$ cat src/rtl/spi_flash_pkg.sv
// Shared constants, types and decode helpers for the serial flash front end.
package spi_flash_pkg;
	localparam int CLK_HZ = 100_000_000;
	localparam logic [7:0] OP_MASK = 8'hF7;
	localparam logic [7:0] OPC_SET_WL = 8'h06;
	localparam logic [7:0] OPC_CLR_WL = 8'h04;
	localparam logic [7:0] OPC_RD_STAT = 8'h05;
	localparam logic [7:0] OPC_WR_STAT = 8'h01;
	localparam logic [7:0] OPC_RD_ARR = 8'h03;
	localparam logic [7:0] OPC_PROG = 8'h02;
	localparam logic [7:0] OPC_SECT_ERASE = 8'h52;
	localparam logic [7:0] OPC_CHIP_ERASE = 8'h62;
	localparam logic [7:0] OPC_RD_IDENT = 8'h15;
	// Status register field positions.
	localparam int ST_BUSY = 0;
	localparam int ST_WEL = 1;
	localparam int ST_BP_LO = 2;
	localparam int ST_BP_HI = 3;
	localparam int ST_PIN_PROTECT_ENABLE = 7;
	localparam logic [7:0] STATUS_BUSY_VAL = 8'hFF;
	// Power-up values of latch and protection bits.
	localparam logic WEL_RST = 1'b0;
	localparam logic [1:0] BP_RST = 2'b00;
	localparam logic PIN_PROTECT_ENABLE_RST = 1'b0;
	// Array addressing: 18 address bits, sector in the top two.
	localparam int ADDR_BITS = 18;
	localparam logic [1:0] ADDR_LAST_BYTE = 2'd2;
	localparam logic [1:0] BP_ALL = 2'b11;
	// Internal cycle times and their clock counts.
	localparam int SR_WRITE_MS = 60;
	localparam int SR_WRITE_CYC = SR_WRITE_MS * (CLK_HZ / 1000);
	localparam int PROG_US = 50;
	localparam int PROG_CYC = PROG_US * (CLK_HZ / 1_000_000);
	localparam int SECT_ERASE_S = 1;
	localparam int SECT_ERASE_CYC = SECT_ERASE_S * CLK_HZ;
	localparam int CHIP_ERASE_S = 4;
	localparam int CHIP_ERASE_CYC = CHIP_ERASE_S * CLK_HZ;
	// Identification bytes; both values are arbitrary.
	localparam logic [7:0] MAKER_ID = 8'hA5;
	localparam logic [7:0] DEVICE_ID = 8'h3C;
	// Link pin reset levels {cs_n, sck, si, hold_n, wp_n}.
	localparam logic [4:0] LINK_RST = 5'h13;
	// Host register map and control fields.
	localparam logic [7:0] REG_DATA = 8'h00;
	localparam logic [7:0] REG_CTRL = 8'h04;
	localparam logic [7:0] REG_STAT = 8'h08;
	localparam int CTRL_SEL = 0;
	localparam int CTRL_HOLD_N = 1;
	localparam int CTRL_WP_N = 2;
	localparam int CTRL_CPOL = 3;
	localparam logic [3:0] CTRL_RST = 4'h6;
	localparam int HALF_DIV = 8;

	typedef enum logic [3:0] {
		CMD_SET_WL, CMD_CLR_WL, CMD_RD_STAT, CMD_WR_STAT, CMD_RD_ARR,
		CMD_PROG, CMD_SECT_ERASE, CMD_CHIP_ERASE, CMD_RD_IDENT, CMD_BAD
	} cmd_t;

	// Maps an op-code to a command, bit 3 being ignored.
	function automatic cmd_t decode(input logic [7:0] op);
		logic [7:0] m;
		m = op & OP_MASK;
		if (m == OPC_SET_WL) return CMD_SET_WL;
		else if (m == OPC_CLR_WL) return CMD_CLR_WL;
		else if (m == OPC_RD_STAT) return CMD_RD_STAT;
		else if (m == OPC_WR_STAT) return CMD_WR_STAT;
		else if (m == OPC_RD_ARR) return CMD_RD_ARR;
		else if (m == OPC_PROG) return CMD_PROG;
		else if (m == OPC_SECT_ERASE) return CMD_SECT_ERASE;
		else if (m == OPC_CHIP_ERASE) return CMD_CHIP_ERASE;
		else if (m == OPC_RD_IDENT) return CMD_RD_IDENT;
		else return CMD_BAD;
	endfunction
endpackage

$ cat src/rtl/spi_link_if.sv
// Serial link between the flash front end and its master.
interface spi_link_if;
	logic cs_n;
	logic sck;
	logic si;
	logic so;
	logic so_oe_n;
	logic hold_n;
	logic wp_n;
	logic so_line;

	// The output wire floats high when the device does not drive it.
	assign so_line = so_oe_n ? 1'b1 : so;

	modport dev (input cs_n, input sck, input si, input hold_n,
		input wp_n, output so, output so_oe_n);
	modport host (output cs_n, output sck, output si, output hold_n,
		output wp_n, input so_line);
endinterface

$ cat src/rtl/in_sync3.sv
// Three-stage input synchroniser whose level moves when stages 2 and 3 agree.
module in_sync3 #(
	parameter int W = 1,
	parameter logic [W-1:0] RST_VAL = '0
) (
	// Clock and control
	input wire logic core_clk,
	input wire logic srst,
	input wire logic ce,
	// Data
	input wire logic [W-1:0] din,
	output logic [W-1:0] dout
);
	typedef struct packed {
		logic [W-1:0] s1;
		logic [W-1:0] s2;
		logic [W-1:0] s3;
		logic [W-1:0] lvl;
	} sync_s_t;

	sync_s_t q;
	sync_s_t d;

	// Per bit, the filtered level follows only once stages 2 and 3 match.
	always_comb
	begin
		d = q;
		d.s1 = din;
		d.s2 = q.s1;
		d.s3 = q.s2;
		for (int i = 0; i < W; i++)
		begin
			if (q.s2[i] == q.s3[i])
			begin
				d.lvl[i] = q.s3[i];
			end
		end
	end

	// State register, frozen while the clock enable is low.
	always_ff @(posedge core_clk)
	begin
		if (srst)
		begin
			q <= {RST_VAL, RST_VAL, RST_VAL, RST_VAL};
		end
		else if (ce)
		begin
			q <= d;
		end
	end

	assign dout = q.lvl;
endmodule

$ cat src/rtl/flash_front_end.sv
// Device end: serial command decoder, status register and write lockout.
//
// The placing of the registers and the Wishbone slave port are this design's own decisions.
module flash_front_end #(
	parameter int SR_CYC = spi_flash_pkg::SR_WRITE_CYC,
	parameter int PROG_CYC = spi_flash_pkg::PROG_CYC,
	parameter int SECT_CYC = spi_flash_pkg::SECT_ERASE_CYC,
	parameter int CHIP_CYC = spi_flash_pkg::CHIP_ERASE_CYC,
	parameter logic [7:0] MAKER = spi_flash_pkg::MAKER_ID,
	parameter logic [7:0] DEVICE = spi_flash_pkg::DEVICE_ID
) (
	// Clock and control
	input wire logic core_clk,
	input wire logic srst,
	input wire logic ce,
	// Serial link
	spi_link_if.dev link,
	// Array back end
	output logic arr_start,
	output spi_flash_pkg::cmd_t arr_cmd,
	output logic [spi_flash_pkg::ADDR_BITS-1:0] arr_addr,
	output logic [7:0] arr_wdata,
	input wire logic [7:0] arr_rdata,
	// Status view
	output logic [7:0] status
);
	typedef enum logic [2:0] {
		ST_OP, ST_ADDR, ST_WDATA, ST_OUT, ST_IGNORE
	} dev_state_t;

	typedef struct packed {
		dev_state_t st;
		spi_flash_pkg::cmd_t cmd;
		logic [7:0] sh;
		logic [7:0] out;
		logic [2:0] bits;
		logic [1:0] nbytes;
		logic [spi_flash_pkg::ADDR_BITS-1:0] addr;
		logic [7:0] wdata;
		logic got_data;
		logic wel;
		logic [1:0] bp;
		logic pin_protect_enable;
		logic [7:0] new_stat;
		logic upd_stat;
		logic abort;
		logic busy;
		logic [31:0] tmr;
		logic cs_n_p;
		logic sck_p;
		logic wp_n_p;
		logic so;
		logic start;
	} dev_s_t;

	dev_s_t q;
	dev_s_t d;
	logic [4:0] pins;
	logic cs_n, sck, si, hold_n, wp_n;
	logic sel, rise, fall;
	logic [7:0] byte_in;
	logic [7:0] stat_now;
	logic [7:0] next_out;
	logic hw_locked;
	logic [31:0] op_time;

	// All link inputs come from another clock domain.
	in_sync3 #(
		.W(5),
		.RST_VAL(spi_flash_pkg::LINK_RST)
	) u_sync (
		.core_clk(core_clk),
		.srst(srst),
		.ce(ce),
		.din({link.cs_n, link.sck, link.si, link.hold_n, link.wp_n}),
		.dout(pins)
	);

	assign {cs_n, sck, si, hold_n, wp_n} = pins;

	// Clock edges count only while selected and not paused.
	assign sel = !cs_n && hold_n;
	assign rise = sel && sck && !q.sck_p;
	assign fall = sel && !sck && q.sck_p;
	assign byte_in = {q.sh[6:0], si};
	assign hw_locked = q.pin_protect_enable && !wp_n;

	// Live status byte.
	always_comb
	begin
		stat_now = '0;
		stat_now[spi_flash_pkg::ST_BUSY] = q.busy;
		stat_now[spi_flash_pkg::ST_WEL] = q.wel;
		stat_now[spi_flash_pkg::ST_BP_LO] = q.bp[0];
		stat_now[spi_flash_pkg::ST_BP_HI] = q.bp[1];
		stat_now[spi_flash_pkg::ST_PIN_PROTECT_ENABLE] = q.pin_protect_enable;
		if (q.busy)
		begin
			stat_now = spi_flash_pkg::STATUS_BUSY_VAL;
		end
	end

	// Next byte to shift out, chosen by the active read command.
	always_comb
	begin
		next_out = '0;
		case (q.cmd)
			spi_flash_pkg::CMD_RD_STAT: next_out = stat_now;
			spi_flash_pkg::CMD_RD_IDENT:
			begin
				if (q.nbytes == 2'd0)
				begin
					next_out = MAKER;
				end
				else if (q.nbytes == 2'd1)
				begin
					next_out = DEVICE;
				end
			end
			spi_flash_pkg::CMD_RD_ARR: next_out = arr_rdata;
			default: next_out = '0;
		endcase
	end

	// Whether the captured address falls in a locked-out sector.
	function automatic logic locked(
		input logic [1:0] bp,
		input logic [spi_flash_pkg::ADDR_BITS-1:0] a
	);
		logic [1:0] sec;
		sec = a[spi_flash_pkg::ADDR_BITS-1 -: 2];
		case (bp)
			2'b01: return sec == 2'b11;
			2'b10: return sec[1];
			2'b11: return 1'b1;
			default: return 1'b0;
		endcase
	endfunction

	// Cycle length for the pending array operation.
	always_comb
	begin
		op_time = 32'(PROG_CYC);
		if (q.cmd == spi_flash_pkg::CMD_SECT_ERASE)
		begin
			op_time = 32'(SECT_CYC);
		end
		else if (q.cmd == spi_flash_pkg::CMD_CHIP_ERASE)
		begin
			op_time = 32'(CHIP_CYC);
		end
	end

	// Command sequencing, internal write timer and lockout checks.
	always_comb
	begin
		d = q;
		d.start = 1'b0;
		d.cs_n_p = cs_n;
		d.sck_p = sck;
		d.wp_n_p = wp_n;
		if (q.busy)
		begin
			if (q.tmr == '0)
			begin
				d.busy = 1'b0;
				d.wel = 1'b0;
				if (q.upd_stat)
				begin
					d.pin_protect_enable = q.new_stat[spi_flash_pkg::ST_PIN_PROTECT_ENABLE];
					d.bp[0] = q.new_stat[spi_flash_pkg::ST_BP_LO];
					d.bp[1] = q.new_stat[spi_flash_pkg::ST_BP_HI];
				end
			end
			else
			begin
				d.tmr = q.tmr - 32'd1;
			end
		end
		if (!cs_n && q.wp_n_p && !wp_n && q.pin_protect_enable
			&& q.cmd == spi_flash_pkg::CMD_WR_STAT)
		begin
			d.abort = 1'b1;
		end
		if (!cs_n && q.cs_n_p)
		begin
			// Selection restarts the sequence.
			d.st = ST_OP;
			d.cmd = spi_flash_pkg::CMD_BAD;
			d.bits = '0;
			d.nbytes = '0;
			d.got_data = 1'b0;
			d.abort = 1'b0;
		end
		else if (cs_n && !q.cs_n_p)
		begin
			// Deselection launches any accepted write.
			d.st = ST_OP;
			if (!q.busy && q.got_data && q.wel)
			begin
				if (q.cmd == spi_flash_pkg::CMD_WR_STAT)
				begin
					if (!q.abort && !hw_locked)
					begin
						d.busy = 1'b1;
						d.tmr = 32'(SR_CYC);
						d.upd_stat = 1'b1;
						d.new_stat = q.wdata;
					end
				end
				else if (!locked(q.bp, q.addr)
					|| (q.cmd == spi_flash_pkg::CMD_CHIP_ERASE
					&& q.bp != spi_flash_pkg::BP_ALL))
				begin
					d.busy = 1'b1;
					d.tmr = op_time;
					d.upd_stat = 1'b0;
					d.start = 1'b1;
				end
			end
		end
		else if (rise)
		begin
			d.sh = byte_in;
			d.bits = q.bits + 3'd1;
			if (q.bits == 3'd7)
			begin
				case (q.st)
					ST_OP:
					begin
						d.cmd = spi_flash_pkg::decode(byte_in);
						d.st = ST_IGNORE;
						if (q.busy && d.cmd != spi_flash_pkg::CMD_RD_STAT)
						begin
							d.cmd = spi_flash_pkg::CMD_BAD;
						end
						case (d.cmd)
							spi_flash_pkg::CMD_SET_WL: d.wel = 1'b1;
							spi_flash_pkg::CMD_CLR_WL: d.wel = 1'b0;
							spi_flash_pkg::CMD_RD_STAT: d.st = ST_OUT;
							spi_flash_pkg::CMD_RD_IDENT: d.st = ST_OUT;
							spi_flash_pkg::CMD_WR_STAT: d.st = ST_WDATA;
							spi_flash_pkg::CMD_RD_ARR: d.st = ST_ADDR;
							spi_flash_pkg::CMD_PROG: d.st = ST_ADDR;
							spi_flash_pkg::CMD_SECT_ERASE: d.st = ST_ADDR;
							spi_flash_pkg::CMD_CHIP_ERASE: d.got_data = 1'b1;
							default: d.st = ST_IGNORE;
						endcase
					end
					ST_ADDR:
					begin
						d.addr = {q.addr[spi_flash_pkg::ADDR_BITS-9:0], byte_in};
						d.nbytes = q.nbytes + 2'd1;
						if (q.nbytes == spi_flash_pkg::ADDR_LAST_BYTE)
						begin
							d.nbytes = '0;
							if (q.cmd == spi_flash_pkg::CMD_RD_ARR)
							begin
								d.st = ST_OUT;
							end
							else if (q.cmd == spi_flash_pkg::CMD_PROG)
							begin
								d.st = ST_WDATA;
							end
							else
							begin
								d.st = ST_IGNORE;
								d.got_data = 1'b1;
							end
						end
					end
					ST_WDATA:
					begin
						d.wdata = byte_in;
						d.got_data = 1'b1;
						d.st = ST_IGNORE;
					end
					default: d.st = q.st;
				endcase
			end
		end
		else if (fall && q.st == ST_OUT)
		begin
			// Output moves after the falling edge, top bit first.
			if (q.bits == 3'd0)
			begin
				d.so = next_out[7];
				d.out = {next_out[6:0], 1'b0};
				d.nbytes = q.nbytes + 2'd1;
				if (q.cmd == spi_flash_pkg::CMD_RD_IDENT && q.nbytes == 2'd2)
				begin
					d.nbytes = q.nbytes;
				end
				if (q.cmd == spi_flash_pkg::CMD_RD_ARR)
				begin
					d.addr = q.addr + 1'b1;
				end
			end
			else
			begin
				d.so = q.out[7];
				d.out = {q.out[6:0], 1'b0};
			end
		end
	end

	// State register, frozen while the clock enable is low.
	always_ff @(posedge core_clk)
	begin
		if (srst)
		begin
			q <= '0;
			q.st <= ST_OP;
			q.cmd <= spi_flash_pkg::CMD_BAD;
			q.wel <= spi_flash_pkg::WEL_RST;
			q.bp <= spi_flash_pkg::BP_RST;
			q.pin_protect_enable <= spi_flash_pkg::PIN_PROTECT_ENABLE_RST;
			q.cs_n_p <= 1'b1;
			q.wp_n_p <= 1'b1;
		end
		else if (ce)
		begin
			q <= d;
		end
	end

	// Output drives only while selected, unpaused and shifting a reply.
	assign link.so_oe_n = !(sel && q.st == ST_OUT);
	assign link.so = q.so;
	assign arr_start = q.start;
	assign arr_cmd = q.cmd;
	assign arr_addr = q.addr;
	assign arr_wdata = q.wdata;
	assign status = stat_now;
endmodule

$ cat src/flat_wrapper.sv
// flat-port wrapper written by rule: the top's interface ports become plain ports
module flash_front_end_flat 
#(
	parameter int SR_CYC = spi_flash_pkg::SR_WRITE_CYC,
	parameter int PROG_CYC = spi_flash_pkg::PROG_CYC,
	parameter int SECT_CYC = spi_flash_pkg::SECT_ERASE_CYC,
	parameter int CHIP_CYC = spi_flash_pkg::CHIP_ERASE_CYC,
	parameter logic [7:0] MAKER = spi_flash_pkg::MAKER_ID,
	parameter logic [7:0] DEVICE = spi_flash_pkg::DEVICE_ID
)
  (core_clk, srst, ce, arr_start, arr_cmd, arr_addr, arr_wdata, arr_rdata, status, link_cs_n, link_sck, link_si, link_hold_n, link_wp_n, link_so, link_so_oe_n);
  spi_link_if link_i ();
  input wire logic core_clk;
  input wire logic srst;
  input wire logic ce;
  output logic arr_start;
  output spi_flash_pkg::cmd_t arr_cmd;
  output logic [spi_flash_pkg::ADDR_BITS-1:0] arr_addr;
  output logic [7:0] arr_wdata;
  input wire logic [7:0] arr_rdata;
  output logic [7:0] status;
  input wire logic [$bits(link_i.cs_n)-1:0] link_cs_n;
  input wire logic [$bits(link_i.sck)-1:0] link_sck;
  input wire logic [$bits(link_i.si)-1:0] link_si;
  input wire logic [$bits(link_i.hold_n)-1:0] link_hold_n;
  input wire logic [$bits(link_i.wp_n)-1:0] link_wp_n;
  output wire logic [$bits(link_i.so)-1:0] link_so;
  output wire logic [$bits(link_i.so_oe_n)-1:0] link_so_oe_n;
  assign link_i.cs_n = link_cs_n;
  assign link_i.sck = link_sck;
  assign link_i.si = link_si;
  assign link_i.hold_n = link_hold_n;
  assign link_i.wp_n = link_wp_n;
  assign link_so = link_i.so;
  assign link_so_oe_n = link_i.so_oe_n;
  flash_front_end #(.SR_CYC(SR_CYC), .PROG_CYC(PROG_CYC), .SECT_CYC(SECT_CYC), .CHIP_CYC(CHIP_CYC), .MAKER(MAKER), .DEVICE(DEVICE)) u_core (.core_clk(core_clk), .srst(srst), .ce(ce), .link(link_i), .arr_start(arr_start), .arr_cmd(arr_cmd), .arr_addr(arr_addr), .arr_wdata(arr_wdata), .arr_rdata(arr_rdata), .status(status));
endmodule
$ cat config.mk
export PLATFORM = sky130hd
export DESIGN_NAME = flash_front_end_flat
export DESIGN_NICKNAME = d
export VERILOG_FILES = /design/src/rtl/spi_flash_pkg.sv /design/src/rtl/spi_link_if.sv /design/src/rtl/in_sync3.sv /design/src/rtl/flash_front_end.sv /design/src/flat_wrapper.sv
export SDC_FILE = /design/constraint.sdc
export NUM_CORES = 1
export LEC_CHECK = 0
export BUFFER_PORTS_ARGS = -buffer_cell sky130_fd_sc_hd__buf_2
export CAP_MARGIN = 20
export CORE_MARGIN = 2
export CORE_UTILIZATION = 50
export CTS_CLUSTER_SIZE = 20
export DETAILED_ROUTE_END_ITERATION = 6
export PLACE_DENSITY = 0.68
export SETUP_SLACK_MARGIN = 0.2
export SYNTH_ARGS = -nofsm -noshare
export SYNTH_HDL_FRONTEND = slang
export SYNTH_SLANG_ARGS = --single-unit
$ cat constraint.sdc
create_clock -name core_clk -period 5.4 [get_ports core_clk]
set_input_delay 0.54 -clock core_clk [delete_from_list [all_inputs] [get_ports core_clk]]
set_output_delay 0.54 -clock core_clk [all_outputs]
set_load 0.005 [all_outputs]
==> impl_metrics.env <==
export IMPL_result_of_the_run="complete, but fails checks"
export IMPL_violations="DRC"
export IMPL_num_vias=6624
export IMPL_tritoncts_clock_tree="built"
export IMPL_crit_path_kind="register to register"
export IMPL_nNetsFinal=914
export IMPL_placementRows=43
export IMPL_drtAntennaViolNets=0
export IMPL_clk_transition_reported_paths_ns=0.06
export IMPL_post_route_cells_drive_above_1_share=0.138
export IMPL_maxSlewHeadroom=0.280
export IMPL_whs_endpoint="u_core.u_sync.d[10]"
export IMPL_power_ir_vdd_worst_uv=227
export IMPL_clockBufferDepth=2
export IMPL_hold_start="link_wp_n"
export IMPL_path_max_fanout=15
export IMPL_flow_area_growth_from_synthesis_pct=10.4
export IMPL_synth_top_cells_by_area="sky130_fd_sc_hd__dfxtp_1 (34%), sky130_fd_sc_hd__nand2_1 (5.0%), sky130_fd_sc_hd__nor2_1 (4.9%), sky130_fd_sc_hd__mux2i_1 (4.4%), sky130_fd_sc_hd__a21oi_1 (4.3%)"
export IMPL_cap_violations=0
export IMPL_post_synth_cell_area_avg_um2=7.90
export IMPL_proportion_of_total_power_due_to_net_switching=0.204
export IMPL_met1Wirelength_mm=9.17
export IMPL_detail_route_wl_per_cell_um=17.1
export IMPL_worstHoldPathType="input pin to register"
export IMPL_router_iterations_before_antenna_repair=7
export IMPL_yosys_area_top_type="sky130_fd_sc_hd__dfxtp_1"
export IMPL_internal_reg_to_reg_setup_slack_ns=2.30
export IMPL_synthDistinctLibCells=84
export IMPL_place_hpwl_mm=12.4
export IMPL_die_h_um=123
export IMPL_post_synth_top_count_cell="sky130_fd_sc_hd__dfxtp_1"
export IMPL_final_min_period_over_clock_period=0.574
export IMPL_asyncSetResetFlopFracSynth=0
export IMPL_number_of_antenna_violations_at_the_first_check_in_global_routing=0
export IMPL_antenna_cells_inserted=0
export IMPL_clock_insertion_delay_worst_skew_ns=0.43
export IMPL_ios=57
export IMPL_synth_cells=892
export IMPL_final_setup_worst_slack_ns=2.30
export IMPL_placedCellCount=1048
export IMPL_syn_cell_area_um2=7050
export IMPL_global_route_usage_total=0.256
export IMPL_timing_final_max_slew_violations=0
export IMPL_reg2reg_from="u_core.u_sync.dout[4]"
export IMPL_cts_sink_count=120
export IMPL_ys_seq_elements=120
export IMPL_drc=3
export IMPL_sequentialPowerShare=0.401
export IMPL_number_of_enable_flip_flop_cells_after_synthesis=0
export IMPL_portBuffers=56
export IMPL_timing_fmax_mhz=323
export IMPL_grt_start_max_net_pins=64
export IMPL_synth_net_count=919
export IMPL_die_x_um=123
export IMPL_timing_critical_path_slowest_cell_delay_ns=0.60
export IMPL_synth_sequential_area_ratio=0.341
export IMPL_grt_setup_unrepaired="false"
export IMPL_met3_length_mm=1.38
export IMPL_cp_common_cell="sky130_fd_sc_hd__nor2_1"
export IMPL_finalClockSkew_ns=0.0113
export IMPL_first_pass_grt_wire_length_mm=30.8
export IMPL_place_congestion=0.868
export IMPL_synth_commonest_cells="sky130_fd_sc_hd__dfxtp_1 (120), sky130_fd_sc_hd__nand2_1 (94), sky130_fd_sc_hd__nor2_1 (92)"
export IMPL_route_top_layer_used="met4"
export IMPL_start_util=0.510
export IMPL_report_final_setup_viol=0
export IMPL_worst_setup_path_start_kind="register"
export IMPL_hold_viol=0
export IMPL_power_net_switching_uw=457
export IMPL_clkPwrFrac=0.565
export IMPL_routed_wire_length_mm=18.5
export IMPL_worst_slew_pin_slew_ns=1.07
export IMPL_r2r_end="u_core.arr_wdata[2]"
export IMPL_layout_min_cycle_time_ns=3.10
export IMPL_drt_first_iter_violations=710
export IMPL_number_of_cell_instances_on_the_worst_register_to_register_path=7
export IMPL_fp_dieArea_um2=15100
export IMPL_placement_setup_worst_slack_ns=2.35
export IMPL_post_cts_repair_setup_buffers=0
export IMPL_intPower_uw=1780
export IMPL_cts_hold_buffers_added=0
export IMPL_stdcell_count=1080
export IMPL_critical_path_slowest_cell="sky130_fd_sc_hd__nand4b_1"
export IMPL_timing_critical_path_cells="inv_1 > ha_1 > or3_1 > nor2_1 > nand4b_1 > mux2i_1 > nor2_1"
export IMPL_end_kind="register"
export IMPL_yosysWarningCount=0
export IMPL_htreeDepth=4
export IMPL_filler_cell_count=1303
export IMPL_cp_data_required_time_ns=5.69
export IMPL_cellPowerDensity_nw_per_um2=288
export IMPL_tns_ns=0
export IMPL_leak_uw=0.00300
export IMPL_post_synth_top_area_fraction=0.341
export IMPL_power_frac_comb=0.034
export IMPL_via_count_of_the_first_global_routing_pass=5957
export IMPL_wl_met2_mm=7.69
export IMPL_via_density_per_instance=6.13
export IMPL_cts_resized=0
export IMPL_worst_endpoint_arrival_ns=3.39
export IMPL_clk_root_buffer_cell="sky130_fd_sc_hd__clkbuf_16"
export IMPL_gr_total_overflow=0
export IMPL_yosys_most_used_dff="sky130_fd_sc_hd__dfxtp_1"
export IMPL_cts_buffers=17
export IMPL_floorplan_core_area_um2=13800
export IMPL_whs_path_depth=3
-- routing by layer --
metal / vias to the layer above / GRT usage
li1: 3242 / -
met3: 25 / 0.0544
met5: - / 0
met1: 3130 / 0.381
met4: 0 / 0.0905
met2: 227 / 0.362
-- kinds of logic (layout without fill, tap and decap cells) --
group / Yosys count / count (layout) / share of synthesized area
simple gates: 372 / 372 / 0.274
compound gates: 231 / 231 / 0.221
flops: 120 / 120 / 0.341
buf+inv: 114 / 122 / 0.0848
mux: 31 / 31 / 0.0440
xor+xnor: 13 / 13 / 0.0161
fa+ha+maj: 11 / 11 / 0.0195
-- cell usage in the layout (no fill, tap or decap), types with 7 or more instances in the layout --
cell / count
sky130_fd_sc_hd__nand4_1: 8
sky130_fd_sc_hd__or3_1: 9
sky130_fd_sc_hd__inv_1: 25
sky130_fd_sc_hd__clkbuf_16: 17
sky130_fd_sc_hd__buf_2: 55
sky130_fd_sc_hd__a311oi_1: 7
sky130_fd_sc_hd__a22oi_1: 8
sky130_fd_sc_hd__a31oi_1: 10
sky130_fd_sc_hd__dfxtp_1: 120
sky130_fd_sc_hd__nand3_1: 21
sky130_fd_sc_hd__nor3_1: 39
sky130_fd_sc_hd__nand2b_1: 10
sky130_fd_sc_hd__nor2_1: 92
sky130_fd_sc_hd__xnor2_1: 9
sky130_fd_sc_hd__or4_1: 8
sky130_fd_sc_hd__mux2i_1: 31
sky130_fd_sc_hd__a221oi_1: 11
sky130_fd_sc_hd__buf_4: 10
sky130_fd_sc_hd__nand2_1: 94
sky130_fd_sc_hd__and2_1: 8
sky130_fd_sc_hd__a21oi_1: 61
sky130_fd_sc_hd__a211oi_1: 9
sky130_fd_sc_hd__and3_1: 8
sky130_fd_sc_hd__nor4_1: 14
sky130_fd_sc_hd__ha_1: 11
sky130_fd_sc_hd__o21ai_0: 47
sky130_fd_sc_hd__nor2b_1: 9
-- per-stage QoR --
stage / hold WS (ns) / util / area (um2) / power, uW
after floorplan: 0.430 / - / 7050 / 971
after global placement: 0.448 / 0.516 / 7130 / 990
after detailed placement: 0.451 / 0.516 / 7130 / 991
after CTS: 0.323 / 0.563 / 7780 / 2250
after global routing: 0.333 / 0.563 / 7780 / 2300
final: 0.336 / 0.563 / 7780 / 2240
-- layout make-up --
cell class              count  area (um2)  share of cell area
clock buffers              24         492              0.0632
clock inverters             8         165              0.0212
inverters                  25        93.8              0.0121
multi-input cells         658        4060               0.521
flip-flops and latches    120        2400               0.309
well taps                 180         225              0.0289
repair buffers             65         350              0.0450
-- power by group through the flow --
stage	Combinational [uW]	Clock, uW	Sequential, uW
2_1_floorplan	55.7	0	915
3_3_place_gp	73.9	0	916
3_5_place_dp	74.6	0	916
4_1_cts	75.2	1280	898
5_1_grt	83.5	1320	898
6_report	76.3	1270	898
-- state kept, by name, summed over array words and instances (netlist names) --
signal / flops
u_core.arr_wdata: 8
u_core.arr_addr: 18
u_core.link.so: 1
u_core.u_sync.q: 5
u_core.u_sync.dout: 5
u_core.byte_in: 7
u_core.arr_start: 1
u_core.u_sync.d: 10
u_core.arr_cmd: 4
u_core.q: 61
-- worst max-delay path, delay by kind of cell (launching register included) --
kind	cells	cell delay [ns]
AND/OR/NAND/NOR	4	1.69
multiplexers	1	0.33
adder cells (fa/ha/maj)	1	0.40
buffers and inverters	1	0.08
flip-flops	1	0.46
-- worst max path at each step --
stage	endpoint	startpoint	cells after the start
floorplan	u_core.q[22]	u_core.q[5]	8
finish	u_core.arr_wdata[2]	u_core.u_sync.dout[4]	7
detailed placement	u_core.arr_wdata[5]	u_core.u_sync.dout[4]	7
global placement	u_core.arr_wdata[0]	u_core.u_sync.dout[4]	7
global route	u_core.arr_wdata[2]	u_core.u_sync.dout[4]	7
CTS	u_core.arr_wdata[2]	u_core.u_sync.dout[4]	7
(Power assumes the default switching activity.)
